$ cat config.mk
export PLATFORM = sky130hd
export DESIGN_NAME = gpt_unit
export DESIGN_NICKNAME = d
export VERILOG_FILES = /design/src/logic/gpt_pkg.sv /design/src/logic/gpt_unit.sv
export SDC_FILE = /design/constraint.sdc
export NUM_CORES = 1
export LEC_CHECK = 0
export ABC_AREA = 1
export BUFFER_PORTS_ARGS = -buffer_cell sky130_fd_sc_hd__buf_2
export CORE_MARGIN = 5
export CORE_UTILIZATION = 63
export CTS_CLUSTER_SIZE = 14
export DETAILED_ROUTE_END_ITERATION = 12
export GPL_TIMING_DRIVEN = 0
export PLACE_DENSITY = 0.8
export SETUP_SLACK_MARGIN = 0.5
export SLEW_MARGIN = 5
export SYNTH_ARGS = -nofsm -noshare
export SYNTH_HDL_FRONTEND = slang
export SYNTH_SLANG_ARGS = --single-unit
export TNS_END_PERCENT = 100
$ cat constraint.sdc
create_clock -name clk -period 3.7 [get_ports clk]
set_clock_uncertainty 0.05 [all_clocks]
set_input_delay 0.74 -clock clk [delete_from_list [all_inputs] [get_ports clk]]
set_output_delay 0.74 -clock clk [all_outputs]
set_load 0.1 [all_outputs]
$ cat src/logic/gpt_pkg.sv
// ****************************************************************
// Constants shared by the timer unit
// ****************************************************************
package gpt_pkg;

  // Register port geometry
  localparam int BUS_W  = 16;
  localparam int ADDR_W = 8;

  // Timer indices: module one holds a, one, b; module two holds c, two
  localparam int N_TMR   = 5;
  localparam int IDX_A   = 0;
  localparam int IDX_ONE = 1;
  localparam int IDX_B   = 2;
  localparam int IDX_C   = 3;
  localparam int IDX_TWO = 4;

  // Synchronised pin indices (0..2 are the per-timer input pins)
  localparam int N_PIN   = 5;
  localparam int PIN_DIR = 3;
  localparam int PIN_CAP = 4;

  // Count resolution of each module at the reference CPU clock
  localparam int RES1_NS   = 400;
  localparam int RES2_NS   = 200;
  localparam int CPU_MHZ   = 20;
  localparam int BASE1_CYC = (RES1_NS * CPU_MHZ + 999) / 1000;
  localparam int BASE2_CYC = (RES2_NS * CPU_MHZ + 999) / 1000;
  localparam int PRE_W     = 8;

  // Register addresses
  localparam logic [7:0] ADR_CTL_BASE = 8'h00;
  localparam logic [7:0] ADR_CNT_BASE = 8'h08;
  localparam logic [7:0] ADR_CAPTURE_RELOAD_REGISTER   = 8'h10;
  localparam logic [7:0] ADR_CAPCFG   = 8'h11;
  localparam logic [7:0] ADR_STAT     = 8'h12;
  localparam logic [7:0] ADR_MASK     = 8'h13;

  // Timer control fields
  localparam int CTL_PS_LSB   = 0;
  localparam int PS_W         = 3;
  localparam int CTL_MODE_LSB = 3;
  localparam int MODE_W       = 3;
  localparam int CTL_RUN      = 6;
  localparam int CTL_DOWN     = 7;
  localparam int CTL_EXTDIR   = 8;
  localparam int CTL_TOGOUT   = 9;
  localparam int CTL_EDGE_LSB = 10;
  localparam int CTL_TLTRIG   = 12;
  localparam int CTL_RELTWO   = 13;

  // Capture configuration fields
  localparam int CAP_EDGE_LSB = 0;
  localparam int CAP_CLR      = 2;

  // Interrupt status layout: bits 0..4 timers, bit 5 capture
  localparam int N_IRQ  = 6;
  localparam int ST_CAP = 5;

  // Reset values
  localparam logic [15:0] CTL_RST = 16'h0000;
  localparam logic [15:0] REG_RST = 16'h0000;

  typedef enum logic [2:0] {
    MODE_TIMER     = 3'h0,
    MODE_COUNTER   = 3'h1,
    MODE_GATE_LO   = 3'h2,
    MODE_GATE_HI   = 3'h3,
    MODE_RELOAD    = 3'h4,
    MODE_CAPTURE   = 3'h5,
    MODE_LATCH_CLK = 3'h6
  } mode_t;

endpackage

$ cat src/logic/gpt_unit.sv
`timescale 1ns/10ps
module gpt_unit #(
  parameter int TIMER_W = 16
) (
  // Clock and reset
  input  wire logic                       clk,
  input  wire logic                       reset_n,
  // Register port
  input  wire logic [gpt_pkg::ADDR_W-1:0] reg_addr,
  input  wire logic [gpt_pkg::BUS_W-1:0]  reg_wdata,
  input  wire logic                       reg_write,
  input  wire logic                       reg_read,
  output logic      [gpt_pkg::BUS_W-1:0]  reg_rdata,
  // Pins
  input  wire logic [2:0]                 aux_timer_input_pin,
  input  wire logic                       core_one_direction_pin,
  input  wire logic                       capture_trigger_pin,
  output logic                            core_one_toggle_pin,
  output logic                            core_two_toggle_pin,
  output logic                            cc_time_base_clock,
  // Interrupt
  output logic                            irq
);
  import gpt_pkg::*;

  if (TIMER_W < 8 || TIMER_W > BUS_W) begin
    $error("TIMER_W must lie between 8 and BUS_W");
  end

  localparam logic [PRE_W-1:0] BASE1_LAST = PRE_W'(BASE1_CYC - 1);
  localparam logic [PRE_W-1:0] BASE2_LAST = PRE_W'(BASE2_CYC - 1);

  // Edge match: sel[0] rising, sel[1] falling
  function automatic logic edge_hit(input logic [1:0] sel, input logic prv,
                                    input logic cur);
    edge_hit = (sel[0] & ~prv & cur) | (sel[1] & prv & ~cur);
  endfunction

  // ****************************************************************
  // Pin synchronisers
  // ****************************************************************
  logic [N_PIN-1:0] meta_r;
  logic [N_PIN-1:0] sync_r;
  logic [N_PIN-1:0] prev_r;

  // Two stages, then one more for edge detection
  always_ff @(posedge clk or negedge reset_n) begin
    if (!reset_n) begin
      meta_r <= '0;
      sync_r <= '0;
      prev_r <= '0;
    end else begin
      meta_r <= {capture_trigger_pin, core_one_direction_pin, aux_timer_input_pin};
      sync_r <= meta_r;
      prev_r <= sync_r;
    end
  end

  // ****************************************************************
  // Base ticks and prescalers
  // ****************************************************************
  logic [PRE_W-1:0] base1_r;
  logic [PRE_W-1:0] base2_r;
  logic [PRE_W-1:0] pre1_r;
  logic [PRE_W-1:0] pre2_r;
  logic             base1_tick;
  logic             base2_tick;

  assign base1_tick = (base1_r == BASE1_LAST);
  assign base2_tick = (base2_r == BASE2_LAST);

  // Base dividers limit the fastest step rate of each module
  always_ff @(posedge clk or negedge reset_n) begin
    if (!reset_n) begin
      base1_r <= '0;
      base2_r <= '0;
      pre1_r  <= '0;
      pre2_r  <= '0;
    end else begin
      base1_r <= base1_tick ? '0 : base1_r + PRE_W'(1);
      base2_r <= base2_tick ? '0 : base2_r + PRE_W'(1);
      pre1_r  <= base1_tick ? pre1_r + PRE_W'(1) : pre1_r;
      pre2_r  <= base2_tick ? pre2_r + PRE_W'(1) : pre2_r;
    end
  end

  // ****************************************************************
  // Registers and per-timer control decode
  // ****************************************************************
  logic [BUS_W-1:0]   ctl_r [N_TMR];
  logic [TIMER_W-1:0] cnt_r [N_TMR];
  logic [TIMER_W-1:0] capture_reload_register_r;
  logic [BUS_W-1:0]   capcfg_r;
  logic [N_IRQ-1:0]   stat_r;
  logic [N_IRQ-1:0]   mask_r;
  logic [2:0]         pend_r;
  logic               otl1_r;
  logic               otl1_prev_r;
  logic               otl2_r;
  logic               otl2_prev_r;
  mode_t              mode [N_TMR];
  logic [N_TMR-1:0]   step;
  logic [N_TMR-1:0]   down;
  logic [N_TMR-1:0]   ovf;
  logic [N_TMR-1:0]   wr_ctl;
  logic [N_TMR-1:0]   wr_cnt;
  logic [N_TMR-1:0]   cap_aux;
  logic [N_TMR-1:0]   rel_aux;
  logic               cap_evt;
  logic [N_IRQ-1:0]   ev;

  // Mode, step, direction and trigger decode for every timer
  always_comb begin
    logic [PS_W-1:0]  ps;
    logic [PRE_W-1:0] pmask;
    logic             tick;
    logic             lclk;
    logic [1:0]       esel;
    logic             pin_edge;
    ps       = '0;
    pmask    = '0;
    tick     = 1'b0;
    lclk     = 1'b0;
    esel     = '0;
    pin_edge = 1'b0;
    for (int i = 0; i < N_TMR; i++) begin
      mode[i]  = mode_t'(ctl_r[i][CTL_MODE_LSB +: MODE_W]);
      ps       = ctl_r[i][CTL_PS_LSB +: PS_W];
      pmask    = (PRE_W'(1) << ps) - PRE_W'(1);
      esel     = ctl_r[i][CTL_EDGE_LSB +: 2];
      wr_ctl[i] = reg_write && (reg_addr == ADR_CTL_BASE + ADDR_W'(i));
      wr_cnt[i] = reg_write && (reg_addr == ADR_CNT_BASE + ADDR_W'(i));
      if (i <= IDX_B) begin
        tick     = base1_tick && ((pre1_r & pmask) == '0);
        lclk     = edge_hit(esel, otl1_prev_r, otl1_r);
        pin_edge = edge_hit(esel, prev_r[i], sync_r[i]);
      end else begin
        tick     = base2_tick && ((pre2_r & pmask) == '0);
        lclk     = edge_hit(esel, otl2_prev_r, otl2_r);
        pin_edge = 1'b0;
      end
      step[i] = 1'b0;
      if (ctl_r[i][CTL_RUN]) begin
        case (mode[i])
          MODE_TIMER: step[i] = tick;
          MODE_COUNTER: step[i] = (i <= IDX_B) && base1_tick && pend_r[i % 3];
          MODE_GATE_LO: step[i] = (i <= IDX_B) && tick && !sync_r[i % 3];
          MODE_GATE_HI: step[i] = (i <= IDX_B) && tick && sync_r[i % 3];
          MODE_LATCH_CLK: step[i] = (i == IDX_A || i == IDX_B || i == IDX_C) && lclk;
          default: step[i] = 1'b0;
        endcase
      end
      down[i] = ctl_r[i][CTL_DOWN] ^ ((i == IDX_ONE) && ctl_r[i][CTL_EXTDIR]
                                      && sync_r[PIN_DIR]);
      ovf[i]  = step[i] && (down[i] ? (cnt_r[i] == '0) : (cnt_r[i] == '1));
      cap_aux[i] = (i == IDX_A || i == IDX_B) && (mode[i] == MODE_CAPTURE) && pin_edge;
      rel_aux[i] = (i == IDX_A || i == IDX_B) && (mode[i] == MODE_RELOAD)
                   && (ctl_r[i][CTL_TLTRIG] ? edge_hit(esel, otl1_prev_r, otl1_r)
                                            : pin_edge);
    end
  end

  assign cap_evt = edge_hit(capcfg_r[CAP_EDGE_LSB +: 2], prev_r[PIN_CAP],
                            sync_r[PIN_CAP]);
  assign ev = {cap_evt, ovf};

  // Pending external count events, consumed at the next base tick
  always_ff @(posedge clk or negedge reset_n) begin
    if (!reset_n) begin
      pend_r <= '0;
    end else begin
      for (int i = 0; i < 3; i++) begin
        pend_r[i] <= (pend_r[i] & ~base1_tick)
                     | edge_hit(ctl_r[i][CTL_EDGE_LSB +: 2], prev_r[i], sync_r[i]);
      end
    end
  end

  // ****************************************************************
  // Timer counters
  // ****************************************************************
  // Software write first, then capture/reload coupling, then counting
  always_ff @(posedge clk or negedge reset_n) begin
    if (!reset_n) begin
      for (int i = 0; i < N_TMR; i++) begin
        cnt_r[i] <= TIMER_W'(REG_RST);
      end
    end else begin
      for (int i = 0; i < N_TMR; i++) begin
        if (wr_cnt[i]) begin
          cnt_r[i] <= reg_wdata[TIMER_W-1:0];
        end else if (i == IDX_ONE && rel_aux[IDX_A]) begin
          cnt_r[i] <= cnt_r[IDX_A];
        end else if (i == IDX_ONE && rel_aux[IDX_B]) begin
          cnt_r[i] <= cnt_r[IDX_B];
        end else if (cap_aux[i]) begin
          cnt_r[i] <= cnt_r[IDX_ONE];
        end else if (i == IDX_C && cap_evt && capcfg_r[CAP_CLR]) begin
          cnt_r[i] <= '0;
        end else if (i == IDX_TWO && ovf[i] && ctl_r[i][CTL_RELTWO]) begin
          cnt_r[i] <= capture_reload_register_r;
        end else if (step[i]) begin
          cnt_r[i] <= down[i] ? cnt_r[i] - TIMER_W'(1) : cnt_r[i] + TIMER_W'(1);
        end
      end
    end
  end

  // Timer control registers
  always_ff @(posedge clk or negedge reset_n) begin
    if (!reset_n) begin
      for (int i = 0; i < N_TMR; i++) begin
        ctl_r[i] <= CTL_RST;
      end
    end else begin
      for (int i = 0; i < N_TMR; i++) begin
        if (wr_ctl[i]) begin
          ctl_r[i] <= reg_wdata;
        end
      end
    end
  end

  // ****************************************************************
  // Toggle latches and outputs
  // ****************************************************************
  // Latches invert on every overflow or underflow of their core timer
  always_ff @(posedge clk or negedge reset_n) begin
    if (!reset_n) begin
      otl1_r              <= 1'b0;
      otl1_prev_r         <= 1'b0;
      otl2_r              <= 1'b0;
      otl2_prev_r         <= 1'b0;
      core_one_toggle_pin <= 1'b0;
      core_two_toggle_pin <= 1'b0;
      cc_time_base_clock  <= 1'b0;
    end else begin
      otl1_r              <= otl1_r ^ ovf[IDX_ONE];
      otl1_prev_r         <= otl1_r;
      otl2_r              <= otl2_r ^ ovf[IDX_TWO];
      otl2_prev_r         <= otl2_r;
      core_one_toggle_pin <= (otl1_r ^ ovf[IDX_ONE]) & ctl_r[IDX_ONE][CTL_TOGOUT];
      core_two_toggle_pin <= (otl2_r ^ ovf[IDX_TWO]) & ctl_r[IDX_TWO][CTL_TOGOUT];
      cc_time_base_clock  <= ovf[IDX_TWO];
    end
  end

  // ****************************************************************
  // Capture register, configuration, interrupts
  // ****************************************************************
  // Capture register latches aux c; software may also write it
  always_ff @(posedge clk or negedge reset_n) begin
    if (!reset_n) begin
      capture_reload_register_r <= TIMER_W'(REG_RST);
      capcfg_r <= REG_RST;
    end else begin
      if (reg_write && reg_addr == ADR_CAPTURE_RELOAD_REGISTER) begin
        capture_reload_register_r <= reg_wdata[TIMER_W-1:0];
      end else if (cap_evt) begin
        capture_reload_register_r <= cnt_r[IDX_C];
      end
      if (reg_write && reg_addr == ADR_CAPCFG) begin
        capcfg_r <= reg_wdata;
      end
    end
  end

  // Sticky status, write one to clear, new events win over the clear
  always_ff @(posedge clk or negedge reset_n) begin
    if (!reset_n) begin
      stat_r <= '0;
      mask_r <= '0;
      irq    <= 1'b0;
    end else begin
      if (reg_write && reg_addr == ADR_STAT) begin
        stat_r <= (stat_r & ~reg_wdata[N_IRQ-1:0]) | ev;
      end else begin
        stat_r <= stat_r | ev;
      end
      if (reg_write && reg_addr == ADR_MASK) begin
        mask_r <= reg_wdata[N_IRQ-1:0];
      end
      irq <= |(stat_r & mask_r);
    end
  end

  // Read data, valid in the cycle after the read strobe only
  always_ff @(posedge clk or negedge reset_n) begin
    if (!reset_n) begin
      reg_rdata <= '0;
    end else if (!reg_read) begin
      reg_rdata <= '0;
    end else if (reg_addr >= ADR_CTL_BASE && reg_addr < ADR_CTL_BASE + ADDR_W'(N_TMR)) begin
      reg_rdata <= ctl_r[3'(reg_addr - ADR_CTL_BASE)];
    end else if (reg_addr >= ADR_CNT_BASE && reg_addr < ADR_CNT_BASE + ADDR_W'(N_TMR)) begin
      reg_rdata <= BUS_W'(cnt_r[3'(reg_addr - ADR_CNT_BASE)]);
    end else if (reg_addr == ADR_CAPTURE_RELOAD_REGISTER) begin
      reg_rdata <= BUS_W'(capture_reload_register_r);
    end else if (reg_addr == ADR_CAPCFG) begin
      reg_rdata <= capcfg_r;
    end else if (reg_addr == ADR_STAT) begin
      reg_rdata <= BUS_W'(stat_r);
    end else if (reg_addr == ADR_MASK) begin
      reg_rdata <= BUS_W'(mask_r);
    end else begin
      reg_rdata <= '0;
    end
  end
endmodule

======== Word-level counts from Yosys, hierarchy flattened ========
Cells that the tools add are included.
storage, ports and cells
  word-level logic and storage cells ...... 293
  memories ................................ 0
  output and inout bits ................... 20
  flip-flop bits (word level) ............. 278
  bits in latches ......................... 0
  memory bits (writable) .................. 0
  bits of input ports ..................... 33
  ROM bits ................................ 0
cells by class
  add/subtract/negate cells ............... 20
  eq/ne operators ......................... 36
  bitwise gates (word level) .............. 71
  multiply operators ...................... 0
  divide/modulo/power cells ............... 0
  mux-type cells .......................... 56
  magnitude comparators ................... 6
  shift operators ......................... 5
  reductions and logical operators ........ 68
operators by type and width
  kind                   count
  $mux 16                33
  $bmux 16 s3            2
  $add 16x1->16 const B  5
  $eq 16x16->1 const B   5
  $logic_not 16->1       5
  $sub 16x1->16 const B  5
  $logic_not 8->1        6
  $logic_and 1x1->1      42
  $and 8x8->8            5
  $eq 8x4->1 const B     5
  $shl 1x3->8 const A    5
  $sub 8x2->8 const B    5
  $and 1x1->1            33
  $add 8x1->8 const B    4
  $eq 8x5->1 const B     4
  $eq 8x2->1 const B     3
  $eq 3x3->1 const B     7
  $eq 3x2->1 const B     6
  $eq 8x3->1 const B     2
  $mux 8                 2
  $logic_not 3->1        5
  $mux 1                 13
  $not 1->1              13
  $and 6x6->6            2
  other kinds (22)       45

======== Longest topological paths before layout ========
  depth in word-level cells ............... 12
  mapped depth ............................ 18
  depth with buffers taken out ............ 18

======== Worst setup path after synthesis ========
OpenSTA, ideal clock, no wires.
  path kind ............................... reg-to-reg
  from .................................... register ctl_r[56] (netlist bit)
  to ...................................... register cnt_r[53] (netlist bit)
  path slack .............................. 1,364 ps
  path buffers ............................ 0
  stages on the path, launching flop included .. 13
  data required time ...................... 3,533 ps
  setup time .............................. 117 ps
  arrival ................................. 2,170 ps
  period minus slack after synthesis ...... 2,336 ps
  cell sequence ........................... dfrtp_1 nand3_1 nand2_1 inv_1 ha_1 or2_2 nand3b_1 nand2_1 or2_2 nand3_1 o211ai_1 nand2_1 nand2_1
on the way
  cells in the longest elaborated chain, start to end .. 7
ends and longest elaborated chain
  what                             RTL line         RTL
  start, declared                  gpt_unit.sv:90   logic [BUS_W-1:0] ctl_r [N_TMR];
  start signal, assigned by index  gpt_unit.sv:218  ctl_r[i] <= reg_wdata;
  $logic_and 1x1->1                gpt_unit.sv:154  && sync_r[PIN_DIR]);
  $xor 1x1->1                      gpt_unit.sv:153  down[i] = ctl_r[i][CTL_DOWN] ^ ((i == IDX_ONE) && ctl_r[i][CTL_EXTDIR]
  $mux 16                          gpt_unit.sv:203  cnt_r[i] <= down[i] ? cnt_r[i] - TIMER_W'(1) : cnt_r[i] + TIMER_W'(1);
  $mux 16                          gpt_unit.sv:202  end else if (step[i]) begin
  $mux 16                          gpt_unit.sv:194  end else if (i == IDX_ONE && rel_aux[IDX_B]) begin
  $mux 16                          gpt_unit.sv:192  end else if (i == IDX_ONE && rel_aux[IDX_A]) begin
  $mux 16                          gpt_unit.sv:190  if (wr_cnt[i]) begin
  end signal, assigned by index    gpt_unit.sv:191  cnt_r[i] <= reg_wdata[TIMER_W-1:0];
  end signal, assigned by index    gpt_unit.sv:193  cnt_r[i] <= cnt_r[IDX_A];
  end signal, assigned by index    gpt_unit.sv:195  cnt_r[i] <= cnt_r[IDX_B];
  end, declared                    gpt_unit.sv:91   logic [TIMER_W-1:0] cnt_r [N_TMR];
No other way between the ends. The select of a mux whose other input is x is not followed.
A chain may end at the register's enable or synchronous reset.

======== Worst setup path after layout ========
  from .................................... register ctl_r[39] (netlist bit)
  to ...................................... register cnt_r[40] (netlist bit)
on the way
  cells in the longest elaborated chain, start to end .. 4
ends and longest elaborated chain
  what                           RTL line         RTL
  $mux 16                        gpt_unit.sv:203
  $mux 16                        gpt_unit.sv:202
  $mux 16                        gpt_unit.sv:196  end else if (cap_aux[i]) begin
  $mux 16                        gpt_unit.sv:190
  end signal, assigned by index  gpt_unit.sv:191
  end signal, assigned by index  gpt_unit.sv:197  cnt_r[i] <= cnt_r[IDX_ONE];
  end signal, assigned by index  gpt_unit.sv:203
No other way between the ends. The select of a mux whose other input is x is not followed.

==> impl_results.rst <==
.. list-table::
   :header-rows: 1

   * - Metric
     - Value
   * - Sum of routed wire length over all layers
     - about 72 mm
   * - Register bit total from synthesis
     - around 280
   * - Launch point of the worst path
     - ctl_r[39]$_DFFE_PN0P_
   * - Finished layout cell area
     - approximately 0.021 mm2
   * - Count of final setup violators
     - 0
   * - Worst setup slack for register-to-register paths
     - approximately 660 ps
   * - Worst-path cell chain
     - inv_1, fa_1, o21ai_0, nand2_1, nand3_1, nand2_1, nor2_1, o22ai_1, nand2_1, nand2_1
   * - Buf+Inv Stages, Crit Path
     - 1
   * - Number of I/O port buffers
     - 48
   * - Initial core utilization
     - between 60% and 70%
   * - Cell type group with the largest total delay on the critical path
     - flip-flops
   * - Proportion of total power due to net switching
     - around a third
   * - Setup tns final
     - 0 ps
   * - Cell with the biggest individual delay on the critical path
     - sky130_fd_sc_hd__dfrtp_1
   * - Max capacitance violation total
     - 0
   * - Number of clock buffers inserted by TritonCTS
     - 30
   * - Post-synthesis instance total
     - about 2.9k
   * - DRT iter0 DRCs
     - 2624
   * - Max Transition Viols Final
     - 0
   * - DR DRC count
     - 0
   * - CP Capture Type
     - register
   * - Worst reg2reg path endpoint
     - cnt_r[40]$_DFFE_PN0P_
   * - Cell area reported after detailed placement
     - 0.02022 mm2
   * - Clock network fraction of total power
     - 38.1%
   * - Post-DRT Antenna Nets
     - 0
   * - Most used cells in the layout excluding fill and tap cells
     - 921 x sky130_fd_sc_hd__nand2_1, 329 x sky130_fd_sc_hd__inv_1, 275 x sky130_fd_sc_hd__dfrtp_1
   * - Total global-route track usage
     - between 40% and 50%
   * - Share of synthesized flip-flops with an asynchronous set or reset
     - 100.0%
   * - Placeable core region
     - 0.03051 mm2
   * - Number of standard-cell rows in the floorplan
     - 64
   * - Cell area after synthesis
     - between 0.015 and 0.02 mm2
   * - Number of sinks handled by clock tree synthesis
     - about 280
   * - Leakage power
     - ~0.011 uW
   * - Register clock-pin slew on the reported worst setup and hold paths
     - 70 ps
   * - Main synth FF type
     - sky130_fd_sc_hd__dfrtp_1
   * - Type of the worst setup path
     - register to register
   * - Combinational Power Share
     - roughly 22%
   * - Share of post-route cells with drive strength above 1
     - approximately 7.7%
   * - Number of nets at the end of the flow
     - slightly above 3k
   * - First-pass GRT wire length
     - ~110 mm
   * - Tightest Hold Check Type
     - input pin to async pin
   * - Number of buffers inserted for hold repair after clock tree synthesis
     - 0
   * - Sequential power share
     - between 40% and 50%
   * - Max Fclk
     - ~330 MHz
   * - Synth Net Count
     - between 2k and 3k
   * - Kind of start point of the critical path
     - register
   * - Layout area overhead
     - 10.03%
   * - Global route total overflow
     - 0
   * - RSZ-0062 raised after global routing
     - false
   * - Post-synth EDFFs
     - 0
   * - PD cells
     - 421.2 mW/mm2
   * - Status
     - completed
   * - Sequential fraction of the synthesis area
     - approximately 35%
   * - Number of global-route vias before repair
     - about 20k
   * - Average wire length per cell after detail routing
     - ~21 um
   * - Worst supply voltage drop on vdd
     - between 0.5 and 0.6 mV
   * - Actual slew at the worst max-slew pin
     - between 1000 and 1500 ps
   * - Number of placed I/O pins
     - 53
   * - R2R depth
     - 10
   * - Final critical-path required period
     - a little over 3000 ps
   * - Maximum number of pins on one net before global-route repair
     - 97
   * - Most common cell after layout, fill and taps aside
     - sky130_fd_sc_hd__nand2_1
   * - Number of H-tree branching levels
     - 1
   * - Remaining max-slew budget at the tightest pin
     - between 20% and 30%
   * - Number of filler cells placed in the layout
     - 2616
   * - Number of buffers on the longest clock path
     - 3
   * - Total number of yosys warnings
     - 0
   * - Clock tree from TritonCTS
     - built
   * - Buffer count from post-CTS setup fixing
     - 0
   * - Post-synthesis average cell area
     - a little under 7 um2
   * - Total number of vias
     - 20.99k
   * - Die boundary width
     - 185.6 um
   * - Total half-perimeter wirelength after legalization and detailed placement
     - roughly 54 mm
   * - Maximum fanout along the worst path
     - 19
   * - Resized cells post-CTS
     - 0
   * - Most common cell on crit path
     - sky130_fd_sc_hd__nand2_1
   * - Reg2Reg Launch Point
     - ctl_r[39]$_DFFE_PN0P_
   * - Critical path required time
     - between 4000 and 5000 ps
   * - Insertion delay of the later-clocked pin in the worst-skew pair
     - between 500 and 600 ps
   * - Full die area
     - 0.03443 mm2
   * - Arrival time of the worst setup path
     - around 3500 ps
   * - Number of hold-slack violations in the final timing report
     - 0
   * - Detailed Routing Iterations Pass 1
     - 10
   * - Max stage delay on crit path
     - approximately 940 ps
   * - Die Span Y
     - ~190 um
   * - Final weighted congestion in routability-driven placement
     - ~1.1
   * - Post-route fraction of the period consumed by the critical path
     - about 82%
   * - Vias per cell
     - about 6.2
   * - Buffer cell driving the clock tree root
     - sky130_fd_sc_hd__clkbuf_16
   * - Unique cell type count in the Yosys netlist
     - 51
   * - Internal power contribution
     - between 5000 and 6000 uW
   * - Switch Pwr
     - 3045 uW
   * - Number of antenna violations at the first check in global routing
     - 3
## worst reg2reg max path, delay by kind of cell (launching register included)
| family | cells | cell delay [ps] |
|---|---|---|
| DFF | 1 | 940 |
| AOI/OAI and AO/OA | 2 | 530 |
| buffers and inverters | 1 | 240 |
| and+or+nand+nor | 6 | 580 |
| adders and majority gates | 1 | 560 |
## flip-flops by register name, indices dropped and copies added, names as in the netlist, 3 cells and up
| register | cells |
|---|---|
| meta_r | 5 |
| ctl_r | 80 |
| cnt_r | 80 |
| sync_r | 5 |
| stat_r | 6 |
| capcfg_r | 16 |
| pend_r | 3 |
| base1_r | 8 |
| pre1_r | 7 |
| pre2_r | 7 |
| mask_r | 6 |
| prev_r | 4 |
| capture_reload_register_r | 16 |
| reg_rdata | 16 |
| base2_r | 8 |
## area by class of cell
type | count | area, um2 | area share, %
inverters | 354 | 1336 | 6.255
well taps | 396 | 495.5 | 2.319
flip-flops and latches | 275 | 6882 | 32.21
clock buffers | 39 | 844.6 | 3.953
plain buffers | 96 | 455.4 | 2.132
clock inverters | 17 | 292.8 | 1.370
diodes | 4 | 10.01 | 0.04685
multi-input cells | 2129 | 10740 | 50.28
repair buffers | 50 | 305.3 | 1.429
## per-layer routing
| metal | share of wire, % | GRT usage, % | up-vias |
|---|---|---|---|
| met1 | 37 | 51.63 | 9646 |
| li1 | - | - | 9549 |
| met2 | 43 | 65.25 | 1399 |
| met5 | 0.015 | 0 | - |
| met3 | 11 | 10.24 | 390 |
| met4 | 8.5 | 26.64 | 2 |
## power by group through the flow
stage | Clock, uW | Sequential [uW] | Combinational [uW]
CTS | 3410 | 3600 | 1890
finish | 3430 | 3630 | 1940
global placement | 0 | 3650 | 1810
floorplan | 0 | 3480 | 1310
global route | 3550 | 3630 | 2150
detailed placement | 0 | 3660 | 1870
## kinds of logic after synthesis
logic type	count (synthesis)	share of synthesized area, %
AO/OA/AOI/OAI	469	13.40
XOR/XNOR	43	1.940
adder cells (fa/ha/maj)	79	5.284
buffers and inverters	450	9.228
flip-flops	275	35.44
AND/OR/NAND/NOR	1538	34.71
## Yosys cell counts, drive strengths merged (17+ instances only)
cell    instances  area share (%)
nor4           18            0.58
o21ai         234             6.0
nor3           39             1.1
ha             74             4.8
xnor2          17            0.77
o221ai         19            0.86
inv           354             6.9
nand3         245             6.5
o22ai          57             1.8
nor2          196             4.6
clkbuf         55             1.1
dfrtp         275              35
nand4          61             2.0
buf            41             1.3
a21oi         114             3.0
xor2           26             1.2
nand2         937              19
## worst max-delay path by stage
stage                       endpoint  slack, ps  cells after the start
2_1_floorplan  cnt_r[53]$_DFFE_PN0P_       1360                     12
3_3_place_gp   cnt_r[47]$_DFFE_PN0P_      -2980                      1
3_5_place_dp   cnt_r[40]$_DFFE_PN0P_        810                     10
4_1_cts        cnt_r[40]$_DFFE_PN0P_        780                     10
5_1_grt        cnt_r[44]$_DFFE_PN0P_        530                     10
6_report       cnt_r[40]$_DFFE_PN0P_        660                     10
## metrics by stage
step | util [%] | setup slack, ps | hold slack [ps] | instances | power [uW]
after floorplan | - | 1364 | 281.2 | 2854 | 4788
after global placement | 66.05 | -2983 | 282.2 | 3298 | 5456
after global routing | 69.99 | 532.3 | 156.4 | 3356 | 9324
final | 70.03 | 656.3 | 71.67 | 3360 | 8998
after CTS | 69.99 | 783.5 | 122.1 | 3356 | 8901
after detailed placement | 66.26 | 806.2 | 287.8 | 3300 | 5529
Power figures use the tool's default switching activity.
